==> config.mk <==
export PLATFORM = sky130hd
export DESIGN_NAME = iplb_bank
export DESIGN_NICKNAME = d
export VERILOG_FILES = /design/src/logic/iplb_pkg.sv /design/src/logic/iplb_bank.sv /design/src/logic/iplb_level_decode.sv
export SDC_FILE = /design/constraint.sdc
export NUM_CORES = 1
export LEC_CHECK = 0
export ABC_AREA = 0
export BUFFER_PORTS_ARGS = -buffer_cell sky130_fd_sc_hd__buf_2
export CAP_MARGIN = 40
export CORE_MARGIN = 3
export CORE_UTILIZATION = 40
export CTS_CLUSTER_DIAMETER = 60
export CTS_CLUSTER_SIZE = 20
export DETAILED_ROUTE_END_ITERATION = 6
export GPL_TIMING_DRIVEN = 0
export PLACE_DENSITY = 0.72
export REMOVE_ABC_BUFFERS = 1
export SLEW_MARGIN = 10
export SYNTH_ARGS = -nofsm -noshare
export SYNTH_HDL_FRONTEND = slang
export SYNTH_HIERARCHICAL = 1
export SYNTH_SLANG_ARGS = --single-unit
==> constraint.sdc <==
create_clock -name clk -period 2.7 [get_ports clk]
set_clock_uncertainty 0.1 [all_clocks]
set_input_delay 0.135 -clock clk [delete_from_list [all_inputs] [get_ports clk]]
set_output_delay 0.135 -clock clk [all_outputs]
set_load 0.005 [all_outputs]
==> src/logic/iplb_pkg.sv <==
/*
  Constants, field layout and carrier types of the interrupt priority level bank.
  Assumes a 16-bit word-indexed register port and one system clock.
*/
package iplb_pkg;
  localparam int unsigned IPLB_DW   = 16;
  localparam int unsigned IPLB_AW   = 8;
  localparam int unsigned IPLB_NSRC = 23;
  localparam int unsigned IPLB_NREG = 4;
  localparam int unsigned IPLB_NEVT = 4;

  // Word indices on the register port
  localparam logic [IPLB_AW-1:0] IPLB_IDX_CAN_GPIO     = 8'h03;
  localparam logic [IPLB_AW-1:0] IPLB_IDX_SERIAL_GPIO  = 8'h04;
  localparam logic [IPLB_AW-1:0] IPLB_IDX_DECODER_SCI  = 8'h05;
  localparam logic [IPLB_AW-1:0] IPLB_IDX_TIMERS_DEC   = 8'h06;
  localparam logic [IPLB_AW-1:0] IPLB_IDX_EVT_STATUS   = 8'h10;
  localparam logic [IPLB_AW-1:0] IPLB_IDX_EVT_MASK     = 8'h11;

  // Implemented field bits; everything else is reserved
  localparam logic [IPLB_DW-1:0] IPLB_MASK_CAN_GPIO    = 16'h00fc;
  localparam logic [IPLB_DW-1:0] IPLB_MASK_SERIAL_GPIO = 16'hfc3f;
  localparam logic [IPLB_DW-1:0] IPLB_MASK_DECODER_SCI = 16'hff3f;
  localparam logic [IPLB_DW-1:0] IPLB_MASK_TIMERS_DEC  = 16'hffcf;
  localparam logic [IPLB_DW-1:0] IPLB_RESET_LEVELS     = 16'h0000;
  localparam logic [IPLB_NEVT-1:0] IPLB_RESET_EVT      = 4'h0;

  localparam logic [1:0] IPLB_FIELD_OFF = 2'b00;
  localparam logic [1:0] IPLB_FIELD_L0  = 2'b01;
  localparam logic [1:0] IPLB_FIELD_L1  = 2'b10;
  localparam logic [1:0] IPLB_FIELD_L2  = 2'b11;

  // Low bit of each source field in {timers_dec, decoder_sci, serial_gpio, can_gpio}
  // 0..2 can wakeup/error/busoff, 3..8 spi0 rx, spi1 tx, spi1 rx, ports a/b/c,
  // 9..15 decoder1 index/home, async1 rx full/rx err/tx idle/tx empty, spi0 tx,
  // 16..22 timer c ch0, timer d ch3..ch0, decoder0 index/home
  localparam logic [5:0] IPLB_SRC_POS [IPLB_NSRC] = '{
    6'd6,  6'd4,  6'd2,
    6'd30, 6'd28, 6'd26, 6'd20, 6'd18, 6'd16,
    6'd46, 6'd44, 6'd42, 6'd40, 6'd36, 6'd34, 6'd32,
    6'd62, 6'd60, 6'd58, 6'd56, 6'd54, 6'd50, 6'd48
  };

  // Event bits of the status register
  localparam int unsigned IPLB_EVT_L0  = 0;
  localparam int unsigned IPLB_EVT_L1  = 1;
  localparam int unsigned IPLB_EVT_L2  = 2;
  localparam int unsigned IPLB_EVT_SUP = 3;

  typedef struct packed {
    logic level2;
    logic level1;
    logic level0;
  } iplb_core_req_t;
endpackage

==> src/logic/iplb_bank.sv <==
/*
  Interrupt priority level bank: four priority registers, per-source level
  decode, request forwarding to the core, event status, mask and interrupt.
  Assumes peripheral requests and the register port run on clk.
*/
// Behaviour
// - A field of 00 disables its source and 01, 10, 11 give levels 0, 1, 2.
// - Every priority field is 00 after reset so all sources start disabled.
// - Reserved bits read as zero and ignore writes.
// - The CAN register holds wakeup in 7-6, error in 5-4, bus-off in 3-2, 1-0 reserved.
// - Offset 4 holds SPI0 rx full 15-14, SPI1 tx empty 13-12, SPI1 rx full 11-10.
// - Offset 4 holds ports A, B and C in bits 5-4, 3-2 and 1-0.
// - Offset 5 holds decoder1 index, decoder1 home, async1 rx full and rx error in 15-8.
// - Offset 5 holds async1 tx idle 5-4, async1 tx empty 3-2, SPI0 tx empty 1-0.
// - Offset 6 holds timer C ch0 in 15-14 and timer D ch3 to ch0 down to 7-6.
// - Offset 6 holds decoder0 index in 3-2 and decoder0 home in 1-0.
`timescale 1ns/1ps
`default_nettype none
module iplb_bank
  import iplb_pkg::*;
#(
  parameter int unsigned NSRC = IPLB_NSRC
)(
  input  wire logic                 clk,
  input  wire logic                 rst_b,
  input  wire logic [IPLB_AW-1:0]   addr,
  input  wire logic [IPLB_DW-1:0]   wdata,
  input  wire logic                 wr,
  input  wire logic                 rd,
  output logic      [IPLB_DW-1:0]   rdata,
  input  wire logic [NSRC-1:0]      src_req,
  output logic      [NSRC-1:0]      src_pend,
  output iplb_core_req_t            core_req,
  output logic                      irq
);

  logic [IPLB_DW-1:0]   levels [IPLB_NREG];
  logic [IPLB_NEVT-1:0] evt_status;
  logic [IPLB_NEVT-1:0] evt_mask;
  logic                 sup_q;
  logic [63:0]          level_vec;
  logic [NSRC-1:0]      next_pend;
  logic [NSRC-1:0]      src_sup;
  iplb_core_req_t       src_lvl [NSRC];
  iplb_core_req_t       next_core;
  logic                 next_sup;
  logic [IPLB_NEVT-1:0] evt_set;
  logic [IPLB_NEVT-1:0] next_status;

  // Register index and mask lookup, shared by write, read and checks
  function automatic int reg_slot(input logic [IPLB_AW-1:0] a);
    if (a == IPLB_IDX_CAN_GPIO) begin
      return 0;
    end else if (a == IPLB_IDX_SERIAL_GPIO) begin
      return 1;
    end else if (a == IPLB_IDX_DECODER_SCI) begin
      return 2;
    end else if (a == IPLB_IDX_TIMERS_DEC) begin
      return 3;
    end else begin
      return -1;
    end
  endfunction

  function automatic logic [IPLB_DW-1:0] reg_mask(input int slot);
    if (slot == 0) begin
      return IPLB_MASK_CAN_GPIO;
    end else if (slot == 1) begin
      return IPLB_MASK_SERIAL_GPIO;
    end else if (slot == 2) begin
      return IPLB_MASK_DECODER_SCI;
    end else if (slot == 3) begin
      return IPLB_MASK_TIMERS_DEC;
    end else begin
      return '0;
    end
  endfunction

  function automatic logic [1:0] field_of(input logic [63:0] v, input int k);
    return v[IPLB_SRC_POS[k] +: 2];
  endfunction

  assign level_vec = {levels[3], levels[2], levels[1], levels[0]};

  // Priority registers
  genvar r;
  generate
    for (r = 0; r < IPLB_NREG; r++) begin : g_reg
      always_ff @(posedge clk or negedge rst_b) begin
        if (!rst_b) begin
          levels[r] <= IPLB_RESET_LEVELS;
        end else if (wr && reg_slot(addr) == r) begin
          // Reserved bits are dropped by the per-register masks
          levels[r] <= wdata & reg_mask(r);
        end
      end
    end
  endgenerate

  // Per-source decode
  genvar s;
  generate
    for (s = 0; s < NSRC; s++) begin : g_src
      iplb_level_decode u_dec (
        .req        (src_req[s]),
        .field      (field_of(level_vec, s)),
        .pend       (next_pend[s]),
        .suppressed (src_sup[s]),
        .level      (src_lvl[s])
      );
    end
  endgenerate

  always_comb begin
    next_core = '0;
    for (int k = 0; k < NSRC; k++) begin
      next_core = next_core | src_lvl[k];
    end
  end

  always_ff @(posedge clk or negedge rst_b) begin
    if (!rst_b) begin
      src_pend <= '0;
      core_req <= '0;
    end else begin
      src_pend <= next_pend;
      core_req <= next_core;
    end
  end

  // Events: a new request at each level, and a request arriving while disabled
  assign next_sup = |src_sup;
  assign evt_set  = {next_sup & ~sup_q,
                     next_core.level2 & ~core_req.level2,
                     next_core.level1 & ~core_req.level1,
                     next_core.level0 & ~core_req.level0};

  // Mask as it will stand after this edge, so irq never lags a mask write
  logic [IPLB_NEVT-1:0] next_mask;

  always_comb begin
    next_mask = evt_mask;
    if (wr && addr == IPLB_IDX_EVT_MASK) begin
      next_mask = wdata[IPLB_NEVT-1:0];
    end
  end

  // Set beats the clear of a status read so a same-cycle event is kept
  always_comb begin
    next_status = evt_status;
    if (rd && addr == IPLB_IDX_EVT_STATUS) begin
      next_status = '0;
    end
    next_status = next_status | evt_set;
  end

  always_ff @(posedge clk or negedge rst_b) begin
    if (!rst_b) begin
      sup_q      <= 1'b0;
      evt_status <= IPLB_RESET_EVT;
      irq        <= 1'b0;
    end else begin
      sup_q      <= next_sup;
      evt_status <= next_status;
      irq        <= |(next_status & next_mask);
    end
  end

  always_ff @(posedge clk or negedge rst_b) begin
    if (!rst_b) begin
      evt_mask <= IPLB_RESET_EVT;
    end else if (wr && addr == IPLB_IDX_EVT_MASK) begin
      evt_mask <= wdata[IPLB_NEVT-1:0];
    end
  end

  // Read data stands only in the cycle after the strobe
  always_ff @(posedge clk or negedge rst_b) begin
    if (!rst_b) begin
      rdata <= '0;
    end else if (!rd) begin
      rdata <= '0;
    end else if (reg_slot(addr) >= 0) begin
      rdata <= levels[reg_slot(addr)] & reg_mask(reg_slot(addr));
    end else if (addr == IPLB_IDX_EVT_STATUS) begin
      rdata <= {{(IPLB_DW-IPLB_NEVT){1'b0}}, evt_status};
    end else if (addr == IPLB_IDX_EVT_MASK) begin
      rdata <= {{(IPLB_DW-IPLB_NEVT){1'b0}}, evt_mask};
    end else begin
      rdata <= '0;
    end
  end

  // Checks
  logic                 rd_q;
  logic [IPLB_AW-1:0]   raddr_q;
  logic                 any_wr;

  always_ff @(posedge clk or negedge rst_b) begin
    if (!rst_b) begin
      rd_q    <= 1'b0;
      raddr_q <= '0;
      any_wr  <= 1'b0;
    end else begin
      rd_q    <= rd;
      raddr_q <= addr;
      any_wr  <= any_wr | (wr && reg_slot(addr) >= 0);
    end
  end

  property p_reset_disabled;
    @(posedge clk) disable iff (!rst_b)
      !any_wr |-> (level_vec == '0 && src_pend == '0 && core_req == '0);
  endproperty
  a_reset_disabled: assert property (p_reset_disabled)
    else $error("priority field nonzero before any write");

  property p_reserved_zero;
    @(posedge clk) disable iff (!rst_b)
      (rd_q && reg_slot(raddr_q) >= 0) |-> ((rdata & ~reg_mask(reg_slot(raddr_q))) == '0);
  endproperty
  a_reserved_zero: assert property (p_reserved_zero)
    else $error("reserved bit read as one");

  property p_readback(logic [IPLB_AW-1:0] idx, logic [IPLB_DW-1:0] m);
    @(posedge clk) disable iff (!rst_b)
      (wr && addr == idx) ##1 (rd && addr == idx && !wr) |=> (rdata == ($past(wdata, 2) & m));
  endproperty
  a_readback_can: assert property (p_readback(IPLB_IDX_CAN_GPIO, IPLB_MASK_CAN_GPIO))
    else $error("can register readback wrong");
  a_readback_serial: assert property (p_readback(IPLB_IDX_SERIAL_GPIO, IPLB_MASK_SERIAL_GPIO))
    else $error("serial register readback wrong");
  a_readback_dec: assert property (p_readback(IPLB_IDX_DECODER_SCI, IPLB_MASK_DECODER_SCI))
    else $error("decoder register readback wrong");
  a_readback_tmr: assert property (p_readback(IPLB_IDX_TIMERS_DEC, IPLB_MASK_TIMERS_DEC))
    else $error("timer register readback wrong");

  property p_disabled_suppressed;
    @(posedge clk) disable iff (!rst_b)
      (field_of(level_vec, 0) == IPLB_FIELD_OFF) |=> !src_pend[0];
  endproperty
  a_disabled_suppressed: assert property (p_disabled_suppressed)
    else $error("disabled source forwarded");

  property p_level2_map;
    @(posedge clk) disable iff (!rst_b)
      (src_req[3] && field_of(level_vec, 3) == IPLB_FIELD_L2) |=> (core_req.level2 && src_pend[3]);
  endproperty
  a_level2_map: assert property (p_level2_map)
    else $error("level 2 request not forwarded");

  property p_level0_only;
    @(posedge clk) disable iff (!rst_b)
      (src_req == (1 << 16) && field_of(level_vec, 16) == IPLB_FIELD_L0)
        |=> (core_req == 3'b001);
  endproperty
  a_level0_only: assert property (p_level0_only)
    else $error("level 0 request at wrong level");

  property p_irq_tracks;
    @(posedge clk) disable iff (!rst_b)
      ((evt_status & evt_mask) != '0) |-> irq;
  endproperty
  a_irq_tracks: assert property (p_irq_tracks)
    else $error("interrupt low with unmasked event");

  property p_irq_low;
    @(posedge clk) disable iff (!rst_b)
      ((evt_status & evt_mask) == '0) |-> !irq;
  endproperty
  a_irq_low: assert property (p_irq_low)
    else $error("interrupt high with no unmasked event");

  // Bits only leave the status register through a status read
  property p_status_sticky;
    @(posedge clk) disable iff (!rst_b)
      !(rd && addr == IPLB_IDX_EVT_STATUS)
        |=> ((evt_status & $past(evt_status)) == $past(evt_status));
  endproperty
  a_status_sticky: assert property (p_status_sticky)
    else $error("status bit lost without a read");

  property p_status_clear;
    @(posedge clk) disable iff (!rst_b)
      (rd && addr == IPLB_IDX_EVT_STATUS && evt_set == '0) |=> (evt_status == '0);
  endproperty
  a_status_clear: assert property (p_status_clear)
    else $error("status read did not clear");

  property p_rdata_idle;
    @(posedge clk) disable iff (!rst_b)
      !rd |=> (rdata == '0);
  endproperty
  a_rdata_idle: assert property (p_rdata_idle)
    else $error("read data nonzero without a read");

  property p_mask_readback;
    @(posedge clk) disable iff (!rst_b)
      (wr && addr == IPLB_IDX_EVT_MASK) ##1 (rd && addr == IPLB_IDX_EVT_MASK)
        |=> (rdata == IPLB_DW'($past(wdata[IPLB_NEVT-1:0], 2)));
  endproperty
  a_mask_readback: assert property (p_mask_readback)
    else $error("mask readback wrong");

  property p_unmapped_zero;
    @(posedge clk) disable iff (!rst_b)
      (rd && reg_slot(addr) < 0 && addr != IPLB_IDX_EVT_STATUS && addr != IPLB_IDX_EVT_MASK)
        |=> (rdata == '0);
  endproperty
  a_unmapped_zero: assert property (p_unmapped_zero)
    else $error("unmapped read nonzero");

  // A write elsewhere must not disturb the CAN register
  property p_other_write_kept;
    @(posedge clk) disable iff (!rst_b)
      !(wr && reg_slot(addr) == 0) |=> (levels[0] == $past(levels[0]));
  endproperty
  a_other_write_kept: assert property (p_other_write_kept)
    else $error("can register changed without its write");

  property p_core_from_pend;
    @(posedge clk) disable iff (!rst_b)
      (src_pend == '0) |-> (core_req == '0);
  endproperty
  a_core_from_pend: assert property (p_core_from_pend)
    else $error("core request with nothing pending");

  property p_level1_map;
    @(posedge clk) disable iff (!rst_b)
      (src_req[16] && field_of(level_vec, 16) == IPLB_FIELD_L1) |=> core_req.level1;
  endproperty
  a_level1_map: assert property (p_level1_map)
    else $error("level 1 request not forwarded");

  property p_src_forward(int k);
    @(posedge clk) disable iff (!rst_b)
      (src_req[k] && field_of(level_vec, k) != IPLB_FIELD_OFF) |=> src_pend[k];
  endproperty

  property p_pend_cause(int k);
    @(posedge clk) disable iff (!rst_b)
      src_pend[k] |-> $past(src_req[k]);
  endproperty

  genvar q;
  generate
    for (q = 0; q < NSRC; q++) begin : g_chk
      a_src_forward: assert property (p_src_forward(q))
        else $error("enabled request not forwarded");
      a_pend_cause: assert property (p_pend_cause(q))
        else $error("pending without a request");
    end
  endgenerate

  c_status_clear: cover property (@(posedge clk) disable iff (!rst_b)
    rd && addr == IPLB_IDX_EVT_STATUS && evt_status != '0);
  c_level1: cover property (@(posedge clk) disable iff (!rst_b) core_req.level1);
  c_suppressed: cover property (@(posedge clk) disable iff (!rst_b) evt_status[IPLB_EVT_SUP]);
  c_irq: cover property (@(posedge clk) disable iff (!rst_b) $rose(irq));
endmodule
`default_nettype wire

==> src/logic/iplb_level_decode.sv <==
/*
  Decoder for one 2-bit priority field and its source request.
  Assumes the request comes from logic on the same clock.
*/
`timescale 1ns/1ps
`default_nettype none
module iplb_level_decode
  import iplb_pkg::*;
(
  input  wire logic       req,
  input  wire logic [1:0] field,
  output logic            pend,
  output logic            suppressed,
  output iplb_core_req_t  level
);
  always_comb begin
    level = '0;
    case (field)
      IPLB_FIELD_L0: level.level0 = req;
      IPLB_FIELD_L1: level.level1 = req;
      IPLB_FIELD_L2: level.level2 = req;
      default:       level = '0;
    endcase
  end

  assign pend       = req && (field != IPLB_FIELD_OFF);
  assign suppressed = req && (field == IPLB_FIELD_OFF);
endmodule
`default_nettype wire

---- Yosys cells after proc, flatten, opt, wreduce, memory -nomap -nowiden ----
Cells that the tools add are included.
operators by class
  eq/ne operators ......................... 81
  bitwise logic cells ..................... 34
  reductions and logical operators ........ 102
  $lt $le $gt $ge ......................... 2
  mux-type cells .......................... 91
operator list
  cell                                                                    count
  32-bit 2-to-1 mux                                                       7
  16-bit 2-to-1 mux                                                       10
  32-bit by 3-bit equality test with 1-bit output, second input constant  4
  2-bit equality test, second input constant                              46
  1-bit 2-to-1 mux                                                        69
  3-bit bitwise OR                                                        22
  32-bit by 2-bit equality test with 1-bit output, second input constant  2
  32-bit zero test                                                        2
  1-bit logical AND                                                       52
  2-bit by 1-bit equality test with 1-bit output, second input constant   23
  2-bit zero test                                                         23
  2-bit nonzero test                                                      23
  16-bit binary-select mux with 2-bit select                              1
  32-bit by 1-bit >= comparator with 1-bit output, second input constant  1
  32-bit by 3-bit >= comparator with 1-bit output, second input constant  1
  32-bit inverter                                                         1
  8-bit by 3-bit equality test with 1-bit output, second input constant   3
  23-bit OR reduction                                                     1
  16-bit AND                                                              1
  8-bit by 5-bit equality test with 1-bit output, second input constant   2
  4-bit 2-to-1 mux                                                        4
  8-bit by 2-bit equality test with 1-bit output, second input constant   1
  1-bit AND                                                               4
  4-bit AND                                                               1
  3 further kinds                                                         6
word-level totals
  flip-flop bits (word level) ............. 98
  logic and storage cells ................. 323

---- Longest topological paths before layout ----
  word-level depth ........................ 28
  gate-level depth with buffers ........... 7

---- Cells and area by module ----
Netlist, hierarchy kept.
by module, submodules not included
  module             area an instance (sq um)  cells each  instances  sequential area each (sq um)
  iplb_bank          4097.7                    305         1          2452.4
  iplb_level_decode  45.0                      5           23         0.0

---- Least setup slack after synthesis ----
No wires, ideal clock.
  path kind ............................... input port to flip-flop
  start ................................... input addr[5]
  end ..................................... register irq
  setup time .............................. 0.139 ns
  required time ........................... 2.461 ns
  arrival ................................. 2.045 ns
  stages .................................. 5
  path buffers ............................ 0
  setup slack ............................. 0.417 ns
  cells stage by stage .................... or4_4 > nor4_4 > mux2_2 > a21boi_1 > or4_1
on the way
  elaborated cells on any way between the ends .. 9
RTL lines
  item                                            RTL line          text
  from (decl)                                     iplb_bank.sv:26   input wire logic [IPLB_AW-1:0] addr,
  8-bit by 5-bit equality test with 1-bit output  iplb_bank.sv:143  if (wr && addr == IPLB_IDX_EVT_MASK) begin
  1-bit logical AND                               iplb_bank.sv:143
  4-bit 2-to-1 mux                                iplb_bank.sv:143
  net next_mask[2]                                iplb_bank.sv:139  logic [IPLB_NEVT-1:0] next_mask;
  4-bit AND                                       iplb_bank.sv:165  irq <= |(next_status & next_mask);
  4-bit OR reduction                              iplb_bank.sv:165
  to (signal assigned)                            iplb_bank.sv:165
  to (decl)                                       iplb_bank.sv:34   output logic irq
The timed path passes the listed nets, and every way through them passes these cells.
A chain may end at the register's enable or synchronous reset.

==> impl_metrics.tcl <==
set metrics [dict create \
    status "finished, final reports clean" \
    die-height_um 119 \
    start_util_pct 41.9 \
    synthesis.area_sq_um 5130 \
    number_of_cells_produced_by_synthesis 420 \
    final_common_cell "sky130_fd_sc_hd__dfrtp_1" \
    detailed_routing_wirelength_on_met1_um 5860 \
    clockBufferDepth 2 \
    timing.setup.critical_path_class "primary input to flop" \
    hp-class "primary input to flop" \
    io_buffer_count 93 \
    ys_dominant_reg_cell "sky130_fd_sc_hd__dfrtp_1" \
    slew-limit-headroom_pct 44.8 \
    place.detailed.hpwl_um 10000 \
    detail_route.vias_per_cell 5.47 \
    finish.net_count 604 \
    detailed_router_s_first_iteration_violation_count 321 \
    cpMaxStageDelayCell "sky130_fd_sc_hd__dlygate4sd3_1" \
    layout_common_cells "sky130_fd_sc_hd__dfrtp_1, sky130_fd_sc_hd__buf_2, sky130_fd_sc_hd__and3b_1" \
    worst-endpoint-arrival_ps 2580 \
    fp.dieW_um 119 \
    post_route_fraction_of_the_period_consumed_by_the_critical_path_pct 91.4 \
    post-layout-total-power_w 0.00326 \
    drv_slew 0 \
    setup_violations 0 \
    core_sq_um 12300 \
    uppermost_signal_routing_layer_after_detailed_routing "met4" \
    worstPathCellList "dlygate4sd3_1, buf_2, and3_2, nor4_1, nand4_1, o21bai_1, a21boi_1, or4_1" \
    cts.clk_slew.worst_paths_ps 70 \
    ys_async_sr_fraction_pct 100 \
    critPathCaptureType "flop" \
    met3_wirelength_um 721 \
    pin_count_of_the_biggest_net_entering_global_routing 60 \
    synth_sequential_area_ratio_pct 47.8 \
    maxClockFrequency_mhz 405 \
    worst_slew_pin_slew_ps 825 \
    io_pins 94 \
    cp_data_required_time_ps 2810 \
    vias_in_the_first_global_route 4181 \
    yosysWarningCount 6 \
    routedWlPerCell_um 18.9 \
    tritoncts_num_sinks 98 \
    antenna_cells_inserted 0 \
    drt-total-wl_um 13700 \
    total_setup_buffers_inserted_after_cts 0 \
    grt-ovfl-total 0 \
    ant_nets 0 \
    die_area_sq_um 14200 \
    crit_path_max_incr_delay_ps 560 \
    timing_hold_violations_final 0 \
    timing.critical_path.fanout_max 5 \
    syn-mean-instance-area_sq_um 12.2 \
    finish.cell_count_without_fillers 725 \
    final_core_util_pct 52.6 \
    grt_pass1_wl_um 22300 \
    drive_above_1_share_pct 36.3 \
    tritoncts.num_buffers 9 \
    fill_cells 1070 \
    min_period_ps 2470 \
    synth_seq_cells 98 \
    clock_tree.htree_level_count 3 \
    floorplan.rows 40 \
    nature_of_the_critical_path_startpoint "primary input" \
    placed_cells_incl_taps 673 \
    power.ir.vdd_worst_v 0.000275 \
    antenna_found_initial 0 \
    via_count 3968 \
    synth_cell_types 44 \
    power.density_nw_per_um2 506 \
    place_congestion 0.852 \
    area_growth_pct 25.7 \
    drc_errors 0 \
    tritoncts "done" \
    max_cap_viol_count 0 \
    placedInstanceArea_sq_um 5800 \
    routed-wl-met2_um 6890 \
    final_area_sq_um 6450 \
    number_of_enable_type_register_cells_in_the_synthesized_netlist 0 \
    globalRouteTotalUtil_pct 19.8 \
    power.leakage_nw 3.37 \
    rsz0062_at_grt "no" \
    clock_insertion_delay_at_the_later_pin_of_the_skew_report_ps 340 \
    clock-root-buffer "sky130_fd_sc_hd__clkbuf_16" \
    drt_pass1_iterations 5 \
]
==> routing by layer <==
metal  vias to the layer above  GRT usage (%)
met5                         -              0
met4                         0           5.94
met3                        14           3.42
met2                       118           33.5
met1                      1990           26.0
li1                       1846              -
==> stage by stage <==
stage / setup slack [ps] / TNS [ps] / hold slack [ps]
4_1_cts: 209 / 0 / 5.06
2_1_floorplan: -33.1 / -256 / -261
5_1_grt: 95.3 / 0 / 0.846
3_3_place_gp: -890 / -14570 / 274
6_report: 232 / 0 / 13.7
3_5_place_dp: -56.8 / -367 / 47.1
==> sequential cells by signal (all words and copies together), names as in the netlist <==
signal	cells
level_vec	46
src_pend	23
rdata	16
evt_mask	4
evt_status	4
core_req	3
irq	1
sup_q	1
==> synthesized netlist by cell type, types with 8 or more instances <==
cell type | number | area [sq um]
sky130_fd_sc_hd__o21a_1 | 25 | 188
sky130_fd_sc_hd__nor4_1 | 20 | 125
sky130_fd_sc_hd__and3b_1 | 46 | 403
sky130_fd_sc_hd__mux2_1 | 18 | 203
sky130_fd_sc_hd__nand2_1 | 21 | 78.8
sky130_fd_sc_hd__dfrtp_1 | 98 | 2450
sky130_fd_sc_hd__nor3b_2 | 23 | 288
sky130_fd_sc_hd__nor2_1 | 13 | 48.8
sky130_fd_sc_hd__mux2_2 | 24 | 270
sky130_fd_sc_hd__and3_2 | 23 | 173
sky130_fd_sc_hd__mux2_4 | 10 | 150
sky130_fd_sc_hd__mux2i_1 | 16 | 160
sky130_fd_sc_hd__a2bb2oi_1 | 8 | 70.1
==> where the power goes <==
group          internal [W]  switching, W
Sequential          0.00154     0.0000829
Clock              0.000674      0.000540
Combinational      0.000220      0.000202
==> cell type report <==
type | count | area [sq um] | share of cell area [%]
multi-input combinational | 308 | 2610 | 40.5
sequential | 98 | 2450 | 38.0
timing repair buffer | 133 | 885 | 13.7
clock buffer | 12 | 256 | 3.98
tap | 168 | 210 | 3.26
clock inverter | 3 | 23.8 | 0.368
inverter | 3 | 11.3 | 0.175
==> final timing paths <==
path | start | end | slack [ps] | depth (start not counted)
hold / removal | wdata[1] | level_vec[17] | 10 | 2
max in group asynchronous | rst_b | rdata[3] | 1620 | 3
setup reg to reg | level_vec[30] | irq | 250 | 6
min in group asynchronous | rst_b | level_vec[28] | 220 | 2
setup / recovery | src_req[1] | irq | 230 | 8
hold reg to reg | evt_status[3] | evt_status[3] | 410 | 2
==> critical path: cells and delay by family <==
| family | cells | cell delay (ps) |
|---|---|---|
| buf+inv | 2 | 710 |
| simple gates | 4 | 1360 |
| compound gates | 2 | 370 |
==> logic make-up after synthesis <==
logic type	Yosys count	share of synthesized area [%]
xor gates and xnor gates	1	0.171
AOI/OAI and AO/OA	54	7.85
DFF	98	47.8
muxes	68	15.3
and+or+nand+nor	185	27.5
buffers and inverters	14	1.49
==> timing repair <==
item / in CTS / in global routing
endpoints found under the setup margin: 0 / 0
hold buffers: 37 / 0
endpoints found under the hold margin: 96 / 0
gates resized for setup: 0 / 0
(Power assumes the default switching activity.)
